$ cat src/design/cvr_pkg.sv
`default_nettype none
package cvr_pkg;
    // register index and field layout
    localparam logic [5:0] REG_INDEX     = 6'h0c;
    localparam int         CODE_LSB      = 0;
    localparam int         CODE_W        = 6;
    localparam int         RANGE_BIT     = 6;
    localparam int         WIDE_BIT      = 7;
    localparam int         OPND_W        = 8;
    localparam int         DQ_W          = 16;
    // reset values and legal code limit
    localparam logic [5:0] CODE_RESET    = 6'h0d;
    localparam logic       RANGE_RESET   = 1'b1;
    localparam logic       WIDE_RESET    = 1'b0;
    localparam logic [5:0] CODE_MAX      = 6'h32;
    localparam int         NUM_SP        = 2;
endpackage
`default_nettype wire

$ cat src/design/cvr_sp_copy.sv
`default_nettype none
// one set point copy of the register operand
module cvr_sp_copy #(
    parameter bit WIDE_EN = 1'b0
) (
    input  wire logic       clk,
    input  wire logic       srst,
    input  wire logic       wr_en,
    input  wire logic [7:0] wr_data,
    output logic      [7:0] value
);
    logic [5:0] code_q;
    logic       range_q;
    logic       wide_q;

    // hold until overwritten or reset
    always_ff @(posedge clk) begin
        if (srst) begin
            code_q  <= cvr_pkg::CODE_RESET;
            range_q <= cvr_pkg::RANGE_RESET;
            wide_q  <= cvr_pkg::WIDE_RESET;
        end else if (wr_en) begin
            code_q  <= wr_data[cvr_pkg::CODE_LSB +: cvr_pkg::CODE_W];
            range_q <= wr_data[cvr_pkg::RANGE_BIT];
            wide_q  <= WIDE_EN ? wr_data[cvr_pkg::WIDE_BIT] : 1'b0;
        end
    end

    // top bit exists only in byte-mode builds
    assign value = {wide_q & WIDE_EN, range_q, code_q};
endmodule
`default_nettype wire

$ cat src/design/cvr_read_mux.sv
`default_nettype none
// registered read data onto the dq lines
module cvr_read_mux (
    input  wire logic        clk,
    input  wire logic        srst,
    input  wire logic        rd_en,
    input  wire logic [7:0]  rd_value,
    output logic      [15:0] dq_out,
    output logic             dq_oe
);
    // unused lanes forced to zero
    always_ff @(posedge clk) begin
        if (srst) begin
            dq_out <= 16'h0000;
            dq_oe  <= 1'b0;
        end else begin
            dq_oe  <= rd_en;
            dq_out <= rd_en ? {8'h00, rd_value} : 16'h0000;
        end
    end
endmodule
`default_nettype wire

$ cat src/design/cvr_ca_vref_reg.sv
`default_nettype none
module cvr_ca_vref_reg #(
    parameter bit WIDE_EN = 1'b0
) (
    input  wire logic        clk,
    input  wire logic        srst,
    input  wire logic        mode_register_write_cmd,
    input  wire logic        mode_register_read_cmd,
    input  wire logic [5:0]  mode_register_index,
    input  wire logic [7:0]  register_operand,
    input  wire logic        write_set_point_select,
    input  wire logic        operating_set_point_select,
    output logic      [15:0] dq_out,
    output logic             dq_oe,
    output logic      [5:0]  ca_reference_setting_code,
    output logic             ca_reference_range_select,
    output logic             code_reserved
);
    logic       hit;
    logic [7:0] sp_value [cvr_pkg::NUM_SP];
    logic [7:0] rd_value;
    logic [7:0] op_value;

    // steering below serves exactly two copies, refuse anything else
    if (cvr_pkg::NUM_SP != 2) begin : g_bad_sp
        $error("exactly two set point copies are supported");
    end

    // address decode
    assign hit = (mode_register_index == cvr_pkg::REG_INDEX);

    // one copy per set point, write steered by select bit
    for (genvar i = 0; i < cvr_pkg::NUM_SP; i++) begin : g_sp
        cvr_sp_copy #(.WIDE_EN(WIDE_EN)) u_copy (
            .clk     (clk),
            .srst    (srst),
            .wr_en   (mode_register_write_cmd & hit &
                      (write_set_point_select == 1'(i))),
            .wr_data (register_operand),
            .value   (sp_value[i])
        );
    end

    // reads follow write select, operation follows operating select
    assign rd_value = sp_value[write_set_point_select];
    assign op_value = sp_value[operating_set_point_select];

    cvr_read_mux u_rd (
        .clk      (clk),
        .srst     (srst),
        .rd_en    (mode_register_read_cmd & hit),
        .rd_value (rd_value),
        .dq_out   (dq_out),
        .dq_oe    (dq_oe)
    );

    // operating outputs registered; reserved codes only flagged
    always_ff @(posedge clk) begin
        if (srst) begin
            ca_reference_setting_code <= cvr_pkg::CODE_RESET;
            ca_reference_range_select <= cvr_pkg::RANGE_RESET;
            code_reserved             <= 1'b0;
        end else begin
            ca_reference_setting_code <= op_value[5:0];
            ca_reference_range_select <= op_value[cvr_pkg::RANGE_BIT];
            code_reserved <= (op_value[5:0] > cvr_pkg::CODE_MAX);
        end
    end

    a_read_lane: assert property (@(posedge clk) disable iff (srst)
        mode_register_read_cmd && hit |=> dq_oe && dq_out[15:8] == 8'h00
        && dq_out[7:0] == $past(rd_value))
        else $error("read data wrong");
    a_idle_zero: assert property (@(posedge clk) disable iff (srst)
        !dq_oe |-> dq_out == 16'h0000)
        else $error("idle dq not zero");
    a_wide_zero: assert property (@(posedge clk) disable iff (srst)
        !WIDE_EN && dq_oe |-> !dq_out[7])
        else $error("bit 7 not zero");
    a_write_take: assert property (@(posedge clk) disable iff (srst)
        mode_register_write_cmd && hit && !mode_register_read_cmd
        ##1 mode_register_read_cmd && hit && !mode_register_write_cmd
        && $stable(write_set_point_select)
        |=> dq_out[6:0] == $past(register_operand[6:0], 2))
        else $error("write not stored");
    a_reset_code: assert property (@(posedge clk)
        $past(srst) |-> ca_reference_setting_code == cvr_pkg::CODE_RESET
        && ca_reference_range_select)
        else $error("bad reset value");
    a_op_follow: assert property (@(posedge clk) disable iff (srst)
        1'b1 |=> ca_reference_setting_code == $past(op_value[5:0]))
        else $error("operating copy wrong");
    a_inactive_hold: assert property (@(posedge clk) disable iff (srst)
        mode_register_write_cmd && hit && write_set_point_select
        != operating_set_point_select && $stable(operating_set_point_select)
        |=> ##1 $stable(ca_reference_setting_code))
        else $error("inactive write disturbed");
    a_no_hit: assert property (@(posedge clk) disable iff (srst)
        mode_register_read_cmd && !hit |=> !dq_oe)
        else $error("wrong index answered");

    // status flag must track the operating code, legal or not
    a_reserved_flag: assert property (@(posedge clk) disable iff (srst)
        1'b1 |=> code_reserved == ($past(op_value[5:0]) > cvr_pkg::CODE_MAX))
        else $error("reserved flag wrong");
    a_range_follow: assert property (@(posedge clk) disable iff (srst)
        1'b1 |=> ca_reference_range_select
        == $past(op_value[cvr_pkg::RANGE_BIT]))
        else $error("operating range wrong");

    // read lane only answers a read hit, one cycle per strobe
    a_oe_pulse: assert property (@(posedge clk) disable iff (srst)
        !(mode_register_read_cmd && hit) |=> !dq_oe)
        else $error("unrequested read answer");
    a_upper_zero: assert property (@(posedge clk) disable iff (srst)
        dq_oe |-> dq_out[15:8] == 8'h00)
        else $error("upper lanes not zero");

    // copies keep their value unless their own write arrives
    a_hold_sp0: assert property (@(posedge clk) disable iff (srst)
        !(mode_register_write_cmd && hit && !write_set_point_select)
        |=> $stable(sp_value[0]))
        else $error("copy 0 changed");
    a_hold_sp1: assert property (@(posedge clk) disable iff (srst)
        !(mode_register_write_cmd && hit && write_set_point_select)
        |=> $stable(sp_value[1]))
        else $error("copy 1 changed");

    // a write lands only in the write-selected copy
    a_write_sp0: assert property (@(posedge clk) disable iff (srst)
        mode_register_write_cmd && hit && !write_set_point_select
        |=> sp_value[0][6:0] == $past(register_operand[6:0]))
        else $error("copy 0 write lost");
    a_write_sp1: assert property (@(posedge clk) disable iff (srst)
        mode_register_write_cmd && hit && write_set_point_select
        |=> sp_value[1][6:0] == $past(register_operand[6:0]))
        else $error("copy 1 write lost");

    // top bit never stored outside byte-mode builds
    a_wide_store: assert property (@(posedge clk) disable iff (srst)
        !WIDE_EN |-> !sp_value[0][7] && !sp_value[1][7])
        else $error("bit 7 stored");
endmodule
`default_nettype wire

$ cat config.mk
export PLATFORM = sky130hd
export DESIGN_NAME = cvr_ca_vref_reg
export DESIGN_NICKNAME = d
export VERILOG_FILES = /design/src/design/cvr_pkg.sv /design/src/design/cvr_sp_copy.sv /design/src/design/cvr_read_mux.sv /design/src/design/cvr_ca_vref_reg.sv
export SDC_FILE = /design/constraint.sdc
export NUM_CORES = 1
export LEC_CHECK = 0
export BUFFER_PORTS_ARGS = -buffer_cell sky130_fd_sc_hd__buf_2
export CAP_MARGIN = 25
export CORE_ASPECT_RATIO = 0.8
export CORE_MARGIN = 2
export CORE_UTILIZATION = 51
export CTS_CLUSTER_DIAMETER = 50
export DETAILED_ROUTE_END_ITERATION = 10
export PLACE_DENSITY = 0.82
export SYNTH_ARGS = -nofsm -noshare
export SYNTH_HDL_FRONTEND = slang
export SYNTH_SLANG_ARGS = --single-unit
$ cat constraint.sdc
create_clock -name clk -period 2.98 [get_ports clk]
set_input_delay 0.596 -clock clk [delete_from_list [all_inputs] [get_ports clk]]
set_output_delay 0.596 -clock clk [all_outputs]
set_load 0.01 [all_outputs]
; ---- Word level (Yosys, flattened, before mapping)
; Index checks and enable logic that the tools add are counted.
[op_classes]
n_reduce_logical = 1
div_mod_pow = 0
n_lt_le_gt_ge = 3
mux = 6
multipliers = 0
bitwise = 8
eq_ne = 1
shift = 0
add_sub_neg = 0
[ops]
columns = cell, count
row1 = 7-bit two-way mux, 4
row2 = 8-bit two-way mux, 2
row3 = 6-bit by 4-bit == test with 1-bit output (second input constant), 1
row4 = 6-bit > comparator (second input constant), 1
row5 = 1-bit bitwise AND, 4
row6 = 2-bit >= comparator (second input constant), 2
row7 = 1-bit NOT with 2-bit output, 2
row8 = 1-bit NOT, 2
row9 = 2-bit OR reduction, 1
[word_totals]
rom_bits = 0
register_bits = 39
ramBits = 0
memories = 0
word_cells = 29
output_inout_bits = 25
latch_bits = 0

; ---- Longest topological paths before layout
; Gate-level depths: netlist of run 1.
[logic_depth]
word_depth = 5
mapped_depth = 4
ltp_nobuf = 3

; ---- Modules after synthesis
; From an unflattened synthesis of run 1, not the netlist that was laid out.
[hier_totals]
hier_cells = 122
hier_area_um2 = 1332.5
[by_module_without_submodules]
columns = mod, area_each_um2, seq_area_each_um2, cells_each, instances
row1 = cvr_sp_copy, 280.3, 140.1, 25, 2
row2 = cvr_ca_vref_reg, 451.7, 160.2, 45, 1
row3 = cvr_read_mux, 320.3, 180.2, 27, 1

; ---- Worst setup path after synthesis of run 1
; No wires, ideal clock.
[synth_timing]
kind = input port to flip-flop
start = input mode_register_index[1]
end = register g_sp[0].u_copy.code_q[0]
setup_ns = 0.072
arrival_time_ns = 1.350
path_slack_ns = 1.559
stages = 4
t_required_ns = 2.908
n_path_buf = 1
path_cell_list = nor3b_2 -> and4b_1 -> buf_4 -> mux2i_1
[synth_via]
elab_chain_cells = 3
[synth_lines]
columns = element, line
row1 = from (decl), cvr_ca_vref_reg.sv:9  ; input wire logic [5:0] mode_register_index,
row2 = 6-bit by 4-bit == test with 1-bit output, cvr_ca_vref_reg.sv:30  ; assign hit = (mode_register_index == cvr_pkg::REG_INDEX);
row3 = 1-bit bitwise AND (2 in series), cvr_ca_vref_reg.sv:37  ; .wr_en (mode_register_write_cmd & hit &
row4 = to (signal assigned), cvr_sp_copy.sv:19  ; code_q <= cvr_pkg::CODE_RESET;
row5 = to (signal assigned), cvr_sp_copy.sv:23  ; code_q <= wr_data[cvr_pkg::CODE_LSB +: cvr_pkg::CODE_W];
row6 = to (decl), cvr_sp_copy.sv:12  ; logic [5:0] code_q;
; No other way between the ends.
; A chain may end at the register's enable or synchronous reset.

; ---- Worst setup path in the final report of run 1
[layout_timing]
start = input mode_register_index[1]
end = register g_sp[0].u_copy.code_q[1]
; Same word-level chain as after synthesis.

==> out/results.ini, run 1 <==
[critical_path]
r2r_cells=3
crit_slowest_cell=and4b_1
path_class=primary input to flip-flop
crit_chain=buf_2 -> nor3b_2 -> and4b_1 -> mux2i_1
startpoint_type=primary input
cp.required_ns=3.24
timing.rr.start=g_sp[0].u_copy.code_q[1]
crit_path_max_fanout=7
max_stage_delay_ns=0.53
reg2reg_setup_slack_ns=1.97
endpoint_kind=flip-flop
reg2reg_to=code_reserved
cp.arrival_ns=1.73

[clocking]
cts_tree=done
clk_pin_slew_ns=0.09
cts_hold_buf=0
clk_latency_ns=0.33
cts_buffers=5
clock-sinks=30
cts_buffer_depth=2
clockRootBuffer=clkbuf_4
post_cts_buffers=0
ctsHtreeMaxLevel=2
ctsResizeCount=0

[flow_run]
max_cap_viol_count=0

[timing]
setup_violations=0
maxSlewViolCount=0
fin_tns_setup_ns=0
rsz0062_at_grt=false
period_needed_ns=1.473
hold_viol=0
finalCritPeriodShare_pct=49.43
clock_skew_ns=0.01931
max_freq_ghz=0.6788

[yosys]
synth.area.top_cells=dfxtp_1, mux2i_1, buf_4
synthFlopType=dfxtp_1
synth_top_area_cell=dfxtp_1
async_reset_ff_share_pct=0
syn_avg_cell_area_um2=10.26
yosysWarnings=0
netlist_area_um2=1231
syn_inst=120
ys_types=20
synth_common_cells=dfxtp_1, mux2i_1, nor2_1
synth_edf_count=0
post-synth-top-area-fraction_pct=48.78
ys_seq_elements=30
ys_seq_area_share_pct=48.78
post-synth-top-count-cell=dfxtp_1

[final_layout]
fillers=177
syn2layout_area_growth_pct=17.38
finish.instance_area_um2=1445
num-nets-final=174
num_antenna_cells=0
drive_above_1_share_pct=28.57

[floorplanning]
start_util_pct=55.59
coreArea_um2=2215
die_x_um=58.93
num_rows=15
die_area_um2=2825
die_y_um=47.95
pin_count=45

[drt]
via_per_inst=4.966
drc=2
wire_per_inst_um=12.44
drtPass1Iterations=7
drt.antenna.violating_nets=0
num_vias=889
drt_wl_total_um=2226
initialDrtViolationCount=22

[worst_hold_path]
hold_path_class=flip-flop to flip-flop
min-delay-start=g_sp[1].u_copy.code_q[4]
min_path_cells=2
worstHoldEndpoint=g_sp[1].u_copy.code_q[4]

[global_route]
first_global_vias=789
grt_max_degree=30
grt_usage_pct=17.34
grt_pass1_wl_um=3394
grt_overflow=0
antenna_found_initial=0

[run_status]
status=finished, violations left
violations=DRC

[place]
dp_hpwl_um=1633
gp_congestion=0.7694
io_buffers=34
placed_area_um2=1364

[power_and_ir_drop]
p_leak_nw=0.7052
power.density_nw_per_um2=537.8
ir_drop_mv=0.1924

-- where the power goes --
group | switching, mW | internal [mW] | total [mW]
registers | 0.000972 | 0.403 | 0.404
logic | 0.0262 | 0.0200 | 0.0462
clock network | 0.131 | 0.195 | 0.327
total | 0.158 | 0.619 | 0.777
-- worst max-delay path: cells and delay by family --
kind / cells / cell delay, ns
simple gates: 2 / 0.79
mux: 1 / 0.25
buf+inv: 1 / 0.10
-- routing by layer --
metal	GRT usage, %	vias up	part of all wire [%]
li1	-	449	-
met2	28.00	26	48
met3	6.486	4	6.9
met5	0	-	0
met1	20.66	410	43
met4	9.091	0	1.3
-- kinds of logic (layout without fill, tap and decap cells) --
group | after synthesis | in the layout | synth area share (%)
multiplexers | 23 | 23 | 18.70
other | 1 | 9 | 0.3046
buffers and inverters | 16 | 42 | 8.333
flip-flops | 30 | 30 | 48.78
AND/OR/NAND/NOR | 42 | 42 | 18.90
AO/OA/AOI/OAI | 8 | 8 | 4.979
-- cell usage in the layout, fill, tap and decap left out, drive strengths merged --
cell type,synthesis,routed
a211oi,2,2
nand2,1,1
nand2b,10,10
a21oi,1,1
conb,1,9
mux2i,23,23
a211o,4,4
nor2b,4,4
and2,1,1
clkbuf,3,6
nand4,1,1
nand4b,1,1
and4b,1,1
buf,12,34
inv,1,1
nor2,21,21
nor3b,2,2
dfxtp,30,30
o22ai,1,1
bufinv,0,1
-- worst max path at each step --
stage	start	end	depth (start not counted)	slack [ns]
finish	mode_register_index[1]	g_sp[0].u_copy.code_q[1]	4	1.51
global placement	mode_register_index[1]	g_sp[0].u_copy.code_q[0]	4	1.23
global route	mode_register_index[1]	g_sp[0].u_copy.code_q[3]	4	1.42
floorplan	mode_register_index[1]	g_sp[0].u_copy.code_q[0]	4	1.56
CTS	mode_register_index[1]	g_sp[0].u_copy.code_q[1]	4	1.51
detailed placement	mode_register_index[1]	g_sp[0].u_copy.code_q[5]	4	1.18
-- registers in the layout (all words and copies together), names as in the netlist --
register                   count
g_sp.u_copy.code_q            12
u_rd.dq_out                    7
ca_reference_setting_code      6
g_sp.u_copy.range_q            2
ca_reference_range_select      1
code_reserved                  1
u_rd.dq_oe                     1
-- metrics by stage --
stage | utilization [%] | instances | power (mW) | hold slack [ns] | setup slack (ns)
3_5_place_dp | 61.58 | 172 | 0.4600 | 0.4892 | 1.176
4_1_cts | 65.25 | 179 | 0.7804 | 0.5061 | 1.512
6_report | 65.25 | 179 | 0.7772 | 0.4981 | 1.507
5_1_grt | 65.25 | 179 | 0.7983 | 0.5294 | 1.416
2_1_floorplan | - | 128 | 0.4522 | 0.4591 | 1.559
3_3_place_gp | 61.58 | 172 | 0.4584 | 0.4719 | 1.230
-- final cells by class --
type	count	area (um2)	area share (%)
Tap cell	25	31.28	2.164
Clock inverter	1	30.03	2.078
Sequential cell	30	600.6	41.56
Clock buffer	6	51.30	3.550
Multi-Input combinational cell	82	558.0	38.61
Timing Repair Buffer	34	170.2	11.77
Inverter	1	3.754	0.2597
Power figures use the tool's default switching activity.
==> inputs of run 2 (changes only) <==
ABC_AREA = 1   (was unset)
CORE_UTILIZATION = 44   (was 51)
PLACE_DENSITY = 0.74   (was 0.82)
clock period = 1.3 ns   (was 2.98 ns; I/O delays follow)
==> out/results.ini, run 2 <==
[run_status]
status=finished, final reports clean

[yosys]
synth_top_area_cell=dfxtp_1
synth_fa_ha_area_share_pct=0  ; unchanged
ys_types=19  ; -5.0%
yosysWarnings=0  ; unchanged
synth_top_family_by_area=simple AND/OR/NAND/NOR gates
synth.area.top_cells=dfxtp_1, nand2_1, nand3_1
synth_common_cells=nand2_1, dfxtp_1, inv_1
post-synth-top-area-fraction_pct=46.24  ; -2.5 points
synth_edf_count=0  ; unchanged
synth_mux_area_share_pct=0  ; -19 points
async_reset_ff_share_pct=0  ; unchanged
synthFlopType=dfxtp_1
syn_inst=175  ; +46%
ys_seq_elements=30  ; unchanged
ys_seq_area_share_pct=46.24  ; -2.5 points
synth-compound-area-share_pct=6.936  ; +2.0 points
yosys.area_share.xor_xnor_pct=0  ; unchanged
syn_avg_cell_area_um2=7.421  ; -28%
netlist_area_um2=1299  ; +5.5%
post-synth-top-count-cell=nand2_1
synth_simple_gate_area_share_pct=30.64  ; +12 points

[drt]
drc=0  ; -2
drt.antenna.violating_nets=0  ; unchanged
via_per_inst=4.518  ; -9.0%
wl_met1_um=1267  ; +31%
wire_per_inst_um=10.20  ; -18%
initialDrtViolationCount=71  ; +220%
wl_met2_um=1109  ; +2.9%
wl_met3_um=180  ; +18%
highest_layer=met4
num_vias=1152  ; +30%
drtPass1Iterations=4  ; -3
drt_wl_total_um=2601  ; +17%

[floorplanning]
die_y_um=52.60  ; +9.7%
start_util_pct=46.61  ; -9.0 points
die_x_um=64.74  ; +9.9%
num_rows=17  ; +2
coreArea_um2=2786  ; +26%
die_area_um2=3405  ; +21%
pin_count=45  ; unchanged

[timing]
hold_viol=0  ; unchanged
rsz0062_at_grt=false
setup_violations=0  ; unchanged
max_freq_ghz=1.029
period_needed_ns=0.9719
fin_tns_setup_ns=0  ; unchanged
holdWs_ns=0.2277  ; -0.2704 ns
finalCritPeriodShare_pct=74.76
maxSlewViolCount=0  ; unchanged
clock_skew_ns=0.007810  ; -0.01150 ns

[clocking]
cts_buffers=5  ; unchanged
ctsResizeCount=0  ; unchanged
clk_latency_ns=0.28  ; -0.05 ns
cts_hold_buf=0  ; unchanged
cts_tree=done
clockRootBuffer=clkbuf_8
clock-sinks=30  ; unchanged
ctsHtreeMaxLevel=2  ; unchanged
clk_pin_slew_ns=0.07  ; -0.02 ns
post_cts_buffers=0  ; unchanged
cts_buffer_depth=2  ; unchanged

[critical_path]
crit_path_max_fanout=1  ; -6
crit_chain=buf_2
startpoint_type=flip-flop
endpoint_kind=output pin
max_stage_delay_ns=0.31  ; -0.22 ns
cp.arrival_ns=0.71  ; -1.02 ns
cp.required_ns=1.04  ; -2.20 ns
path_class=flip-flop to output pin
crit_slowest_cell=dfxtp_1
crit_family=flip-flops
cp_num_buf_inv=1  ; unchanged

[power_and_ir_drop]
ir_drop_mv=0.6262  ; +230%
p_leak_nw=0.8617  ; +22%
power.density_nw_per_um2=1170  ; +120%

[final_layout]
num-nets-final=236  ; +36%
final_cell_mix=buf_2, nand2_1, dfxtp_1
drive_above_1_share_pct=26.73  ; -1.8 points
top_regs=g_sp.u_copy.code_q x12, u_rd.dq_out x7, ca_reference_setting_code x6
top_register=g_sp.u_copy.code_q
final_common_cell=buf_2
num_antenna_cells=0  ; unchanged
largest_reg_flops=12  ; unchanged
syn2layout_area_growth_pct=21.77

[worst_hold_path]
hold_path_class=primary input to flip-flop

[global_route]
grt_pass1_wl_um=4402  ; +30%
grt_overflow=0  ; unchanged
grt_usage_pct=17.92  ; +0.57 points
first_global_vias=963  ; +22%
antenna_found_initial=0  ; unchanged
grt_max_degree=15  ; -50%

[place]
gp_congestion=0.7646  ; -0.62%
io_buffers=34  ; unchanged
dp_hpwl_um=1911  ; +17%

[flow_run]
max_cap_viol_count=0  ; unchanged

-- run 2: final timing paths --
path / to / depth (start not counted) / start / slack (ns)
max: code_reserved / 1 / code_reserved / 0.33
min: g_sp[0].u_copy.code_q[3] / 3 / register_operand[3] / 0.23
max reg2reg: code_reserved / 4 / g_sp[0].u_copy.code_q[3] / 0.40
min reg2reg: g_sp[0].u_copy.code_q[2] / 2 / g_sp[0].u_copy.code_q[2] / 0.47
-- run 2: report_power, final --
part           internal (mW)  switching [mW]
Combinational         0.0573          0.0951
Sequential             0.931         0.00295
Clock                  0.426           0.338
-- run 2: logic make-up (layout without fill, tap and decap cells) --
kind of cell | after synthesis | count (layout)
and+or+nand+nor | 85 | 85
buffers and inverters | 42 | 76
DFF | 30 | 30
AOI/OAI and AO/OA | 17 | 17
other | 1 | 9
-- run 2: routing by layer --
metal	up-vias	track usage, %
li1	605	-
met2	33	27.15
met1	508	22.62
met5	-	0
met3	6	7.312
met4	0	7.447
-- run 2: per-stage QoR --
stage	area (um2)	power [mW]	utilization, %	setup slack (ns)	std cells
6_report	1582	1.850	56.76	0.3281	255
5_1_grt	1582	1.919	56.76	0.2691	255
4_1_cts	1582	1.861	56.76	0.3090	255
3_5_place_dp	1490	1.106	53.48	0.08378	247
3_3_place_gp	1490	1.103	53.48	0.09655	247
2_1_floorplan	1329	1.063	-	0.2940	183
-- run 2: worst register-to-register path: stages, from the launching register on --
cell,delay [ns]
dfxtp_1,0.35
inv_1,0.06
o21ai_0,0.22
nor2_1,0.08
a21oi_1,0.13
-- run 2: area by class of cell --
type / count / area (um2)
Clock inverter: 1 / 5.005
Multi-Input combinational cell: 111 / 521.8
Timing Repair Buffer: 40 / 215.2
Clock buffer: 7 / 86.33
Tap cell: 38 / 47.55
Fill cell: 288 / 1205
Inverter: 28 / 105.1
Sequential cell: 30 / 600.6
==> inputs of run 3 (changes only) <==
clock period = 0.8 ns   (was 1.3 ns; I/O delays follow)
==> out/results.ini, run 3 (synthesis gave the netlist of run 2 again) <==
[clocking]
clk_latency_ns=0.28  ; about the same
clockRootBuffer=clkbuf_8
clk_pin_slew_ns=0.06  ; about the same
cts_tree=done
cts_buffers=5  ; unchanged
clock-sinks=30  ; unchanged
ctsHtreeMaxLevel=2  ; unchanged
cts_buffer_depth=2  ; unchanged
cts_hold_buf=0  ; unchanged

[global_route]
grt_overflow=0  ; unchanged
use_met1_pct=20.27  ; -2.4 points
top_usage_layer=met2
grt_pass1_wl_um=4443  ; +0.93%
grt_use_met3_pct=5.161  ; -2.2 points
antenna_found_initial=0  ; unchanged
grt_usage_pct=17.61  ; -0.31 points
grt_util_met2_pct=30.76  ; +3.6 points
grt_max_degree=15  ; unchanged
first_global_vias=1031  ; +7.1%

[timing]
fin_ws_ns=-0.06008  ; -0.3882 ns
finalCritPeriodShare_pct=107.5
max_freq_ghz=1.163
rsz0062_at_grt=true
holdWs_ns=0.1410  ; -0.08671 ns
maxSlewViolCount=0  ; unchanged
clock_skew_ns=0.003997  ; -0.003813 ns
hold_viol=0  ; unchanged
setup_violations=24  ; +24
fin_tns_setup_ns=-1.057  ; -1.057 ns
period_needed_ns=0.8601

[final_layout]
num-nets-final=249  ; +5.5%
syn2layout_area_growth_pct=45.18
drive_above_1_share_pct=47.60  ; +21 points
num_antenna_cells=0  ; unchanged
top_register=g_sp.u_copy.code_q
final_common_cell=buf_2
finish.instance_area_um2=1886  ; +19%
top_regs=g_sp.u_copy.code_q x12, u_rd.dq_out x7, ca_reference_setting_code x6
final_cell_mix=buf_2, nand2_1, nand3_1
largest_reg_flops=12  ; unchanged

[critical_path]
crit_path_max_fanout=1  ; unchanged
cp.required_ns=0.64  ; -0.40 ns
endpoint_kind=output pin
max_stage_delay_ns=0.31  ; about the same
path_class=flip-flop to output pin
crit_slowest_cell=dfxtp_1
crit_family=flip-flops
cp_num_buf_inv=1  ; unchanged
crit_chain=buf_2
startpoint_type=flip-flop
cp.arrival_ns=0.70  ; about the same

[power_and_ir_drop]
p_seq_share_pct=45.1  ; -5.4 points
clkPwrFrac_pct=44.7  ; +3.4 points
power_switching_uw=715.0  ; +64%
combPwrFrac_pct=10.2  ; +2.0 points
power.density_nw_per_um2=1788  ; +53%
swShare_pct=21.21  ; -2.4 points
ir_drop_mv=1.818  ; +190%
internal_power_mw=2.656  ; +88%
p_leak_nw=0.9528  ; +11%

[flow_run]
max_cap_viol_count=0  ; unchanged

[floorplanning]
die_area_um2=3405  ; unchanged
num_rows=17  ; unchanged
die_x_um=64.74  ; unchanged
start_util_pct=46.61  ; unchanged
die_y_um=52.60  ; unchanged
coreArea_um2=2786  ; unchanged
pin_count=45  ; unchanged

[run_status]
violations=setup timing
status=finished, violations left

[place]
placed_area_um2=1583  ; +6.2%
gp_congestion=0.8013  ; +4.8%
dp_hpwl_um=1939  ; +1.5%
io_buffers=34  ; unchanged

[drt]
drtPass1Iterations=4  ; unchanged
via_per_inst=4.599  ; +1.8%
drc=0  ; unchanged
initialDrtViolationCount=29  ; -59%
drt.antenna.violating_nets=0  ; unchanged
num_vias=1228  ; +6.6%
drt_wl_total_um=2814  ; +8.2%
wire_per_inst_um=10.54  ; +3.3%

[worst_hold_path]
hold_path_class=primary input to flip-flop

==> run 3: layout make-up <==
cell class | instances | area [um2]
Tap cell | 38 | 47.55
Timing Repair Buffer | 53 | 372.9
Clock inverter | 1 | 30.03
Clock buffer | 6 | 82.58
Multi-Input combinational cell | 111 | 618.1
Inverter | 28 | 122.6
Sequential cell | 30 | 611.8
Fill cell | 224 | 900.9
==> run 3: worst register-to-register path, delay by kind of cell, from the launching register on <==
kind	cells	cell delay (ns)
AOI/OAI and AO/OA	1	0.05
and+or+nand+nor	2	0.21
buffers and inverters	2	0.17
DFF	1	0.34
==> run 3: metal layers <==
metal,vias to the layer above,wire [um]
li1,631,-
met1,535,1231
met2,55,1314
met3,7,211
met4,0,56
met5,-,0
==> run 3: final timing paths <==
kind	startpoint	to	slack [ns]	cells after the start
max	ca_reference_setting_code[0]	ca_reference_setting_code[0]	-0.06	1
min	register_operand[0]	g_sp[1].u_copy.code_q[0]	0.14	3
min reg2reg	g_sp[0].u_copy.code_q[3]	g_sp[0].u_copy.code_q[3]	0.47	2
max reg2reg	g_sp[0].u_copy.code_q[2]	u_rd.dq_out[2]	-0.03	5
==> run 3: power groups by stage <==
stage	registers (mW)	logic, mW	clock network, mW
after floorplan	1.56	0.181	0
after detailed placement	1.55	0.285	0
after CTS	1.52	0.301	1.53
after global placement	1.55	0.282	0
after global routing	1.52	0.375	1.60
final	1.52	0.344	1.51
==> run 3: timing repair <==
item | CTS | global route
setup endpoints to repair | 41 | 43
buffers inserted | 4 | 1
gates resized for setup | 18 | 36
pin swaps | 4 | 4
==> run 3: per-stage QoR <==
stage	total power, mW	utilization (%)	cells	worst slack (ns)
after floorplan	1.742	-	183	-0.1060
after global placement	1.833	56.80	255	-0.3390
final	3.371	67.67	267	-0.06008
after detailed placement	1.836	56.80	255	-0.3587
after CTS	3.353	63.49	266	-0.07484
after global routing	3.490	67.67	267	-0.09494
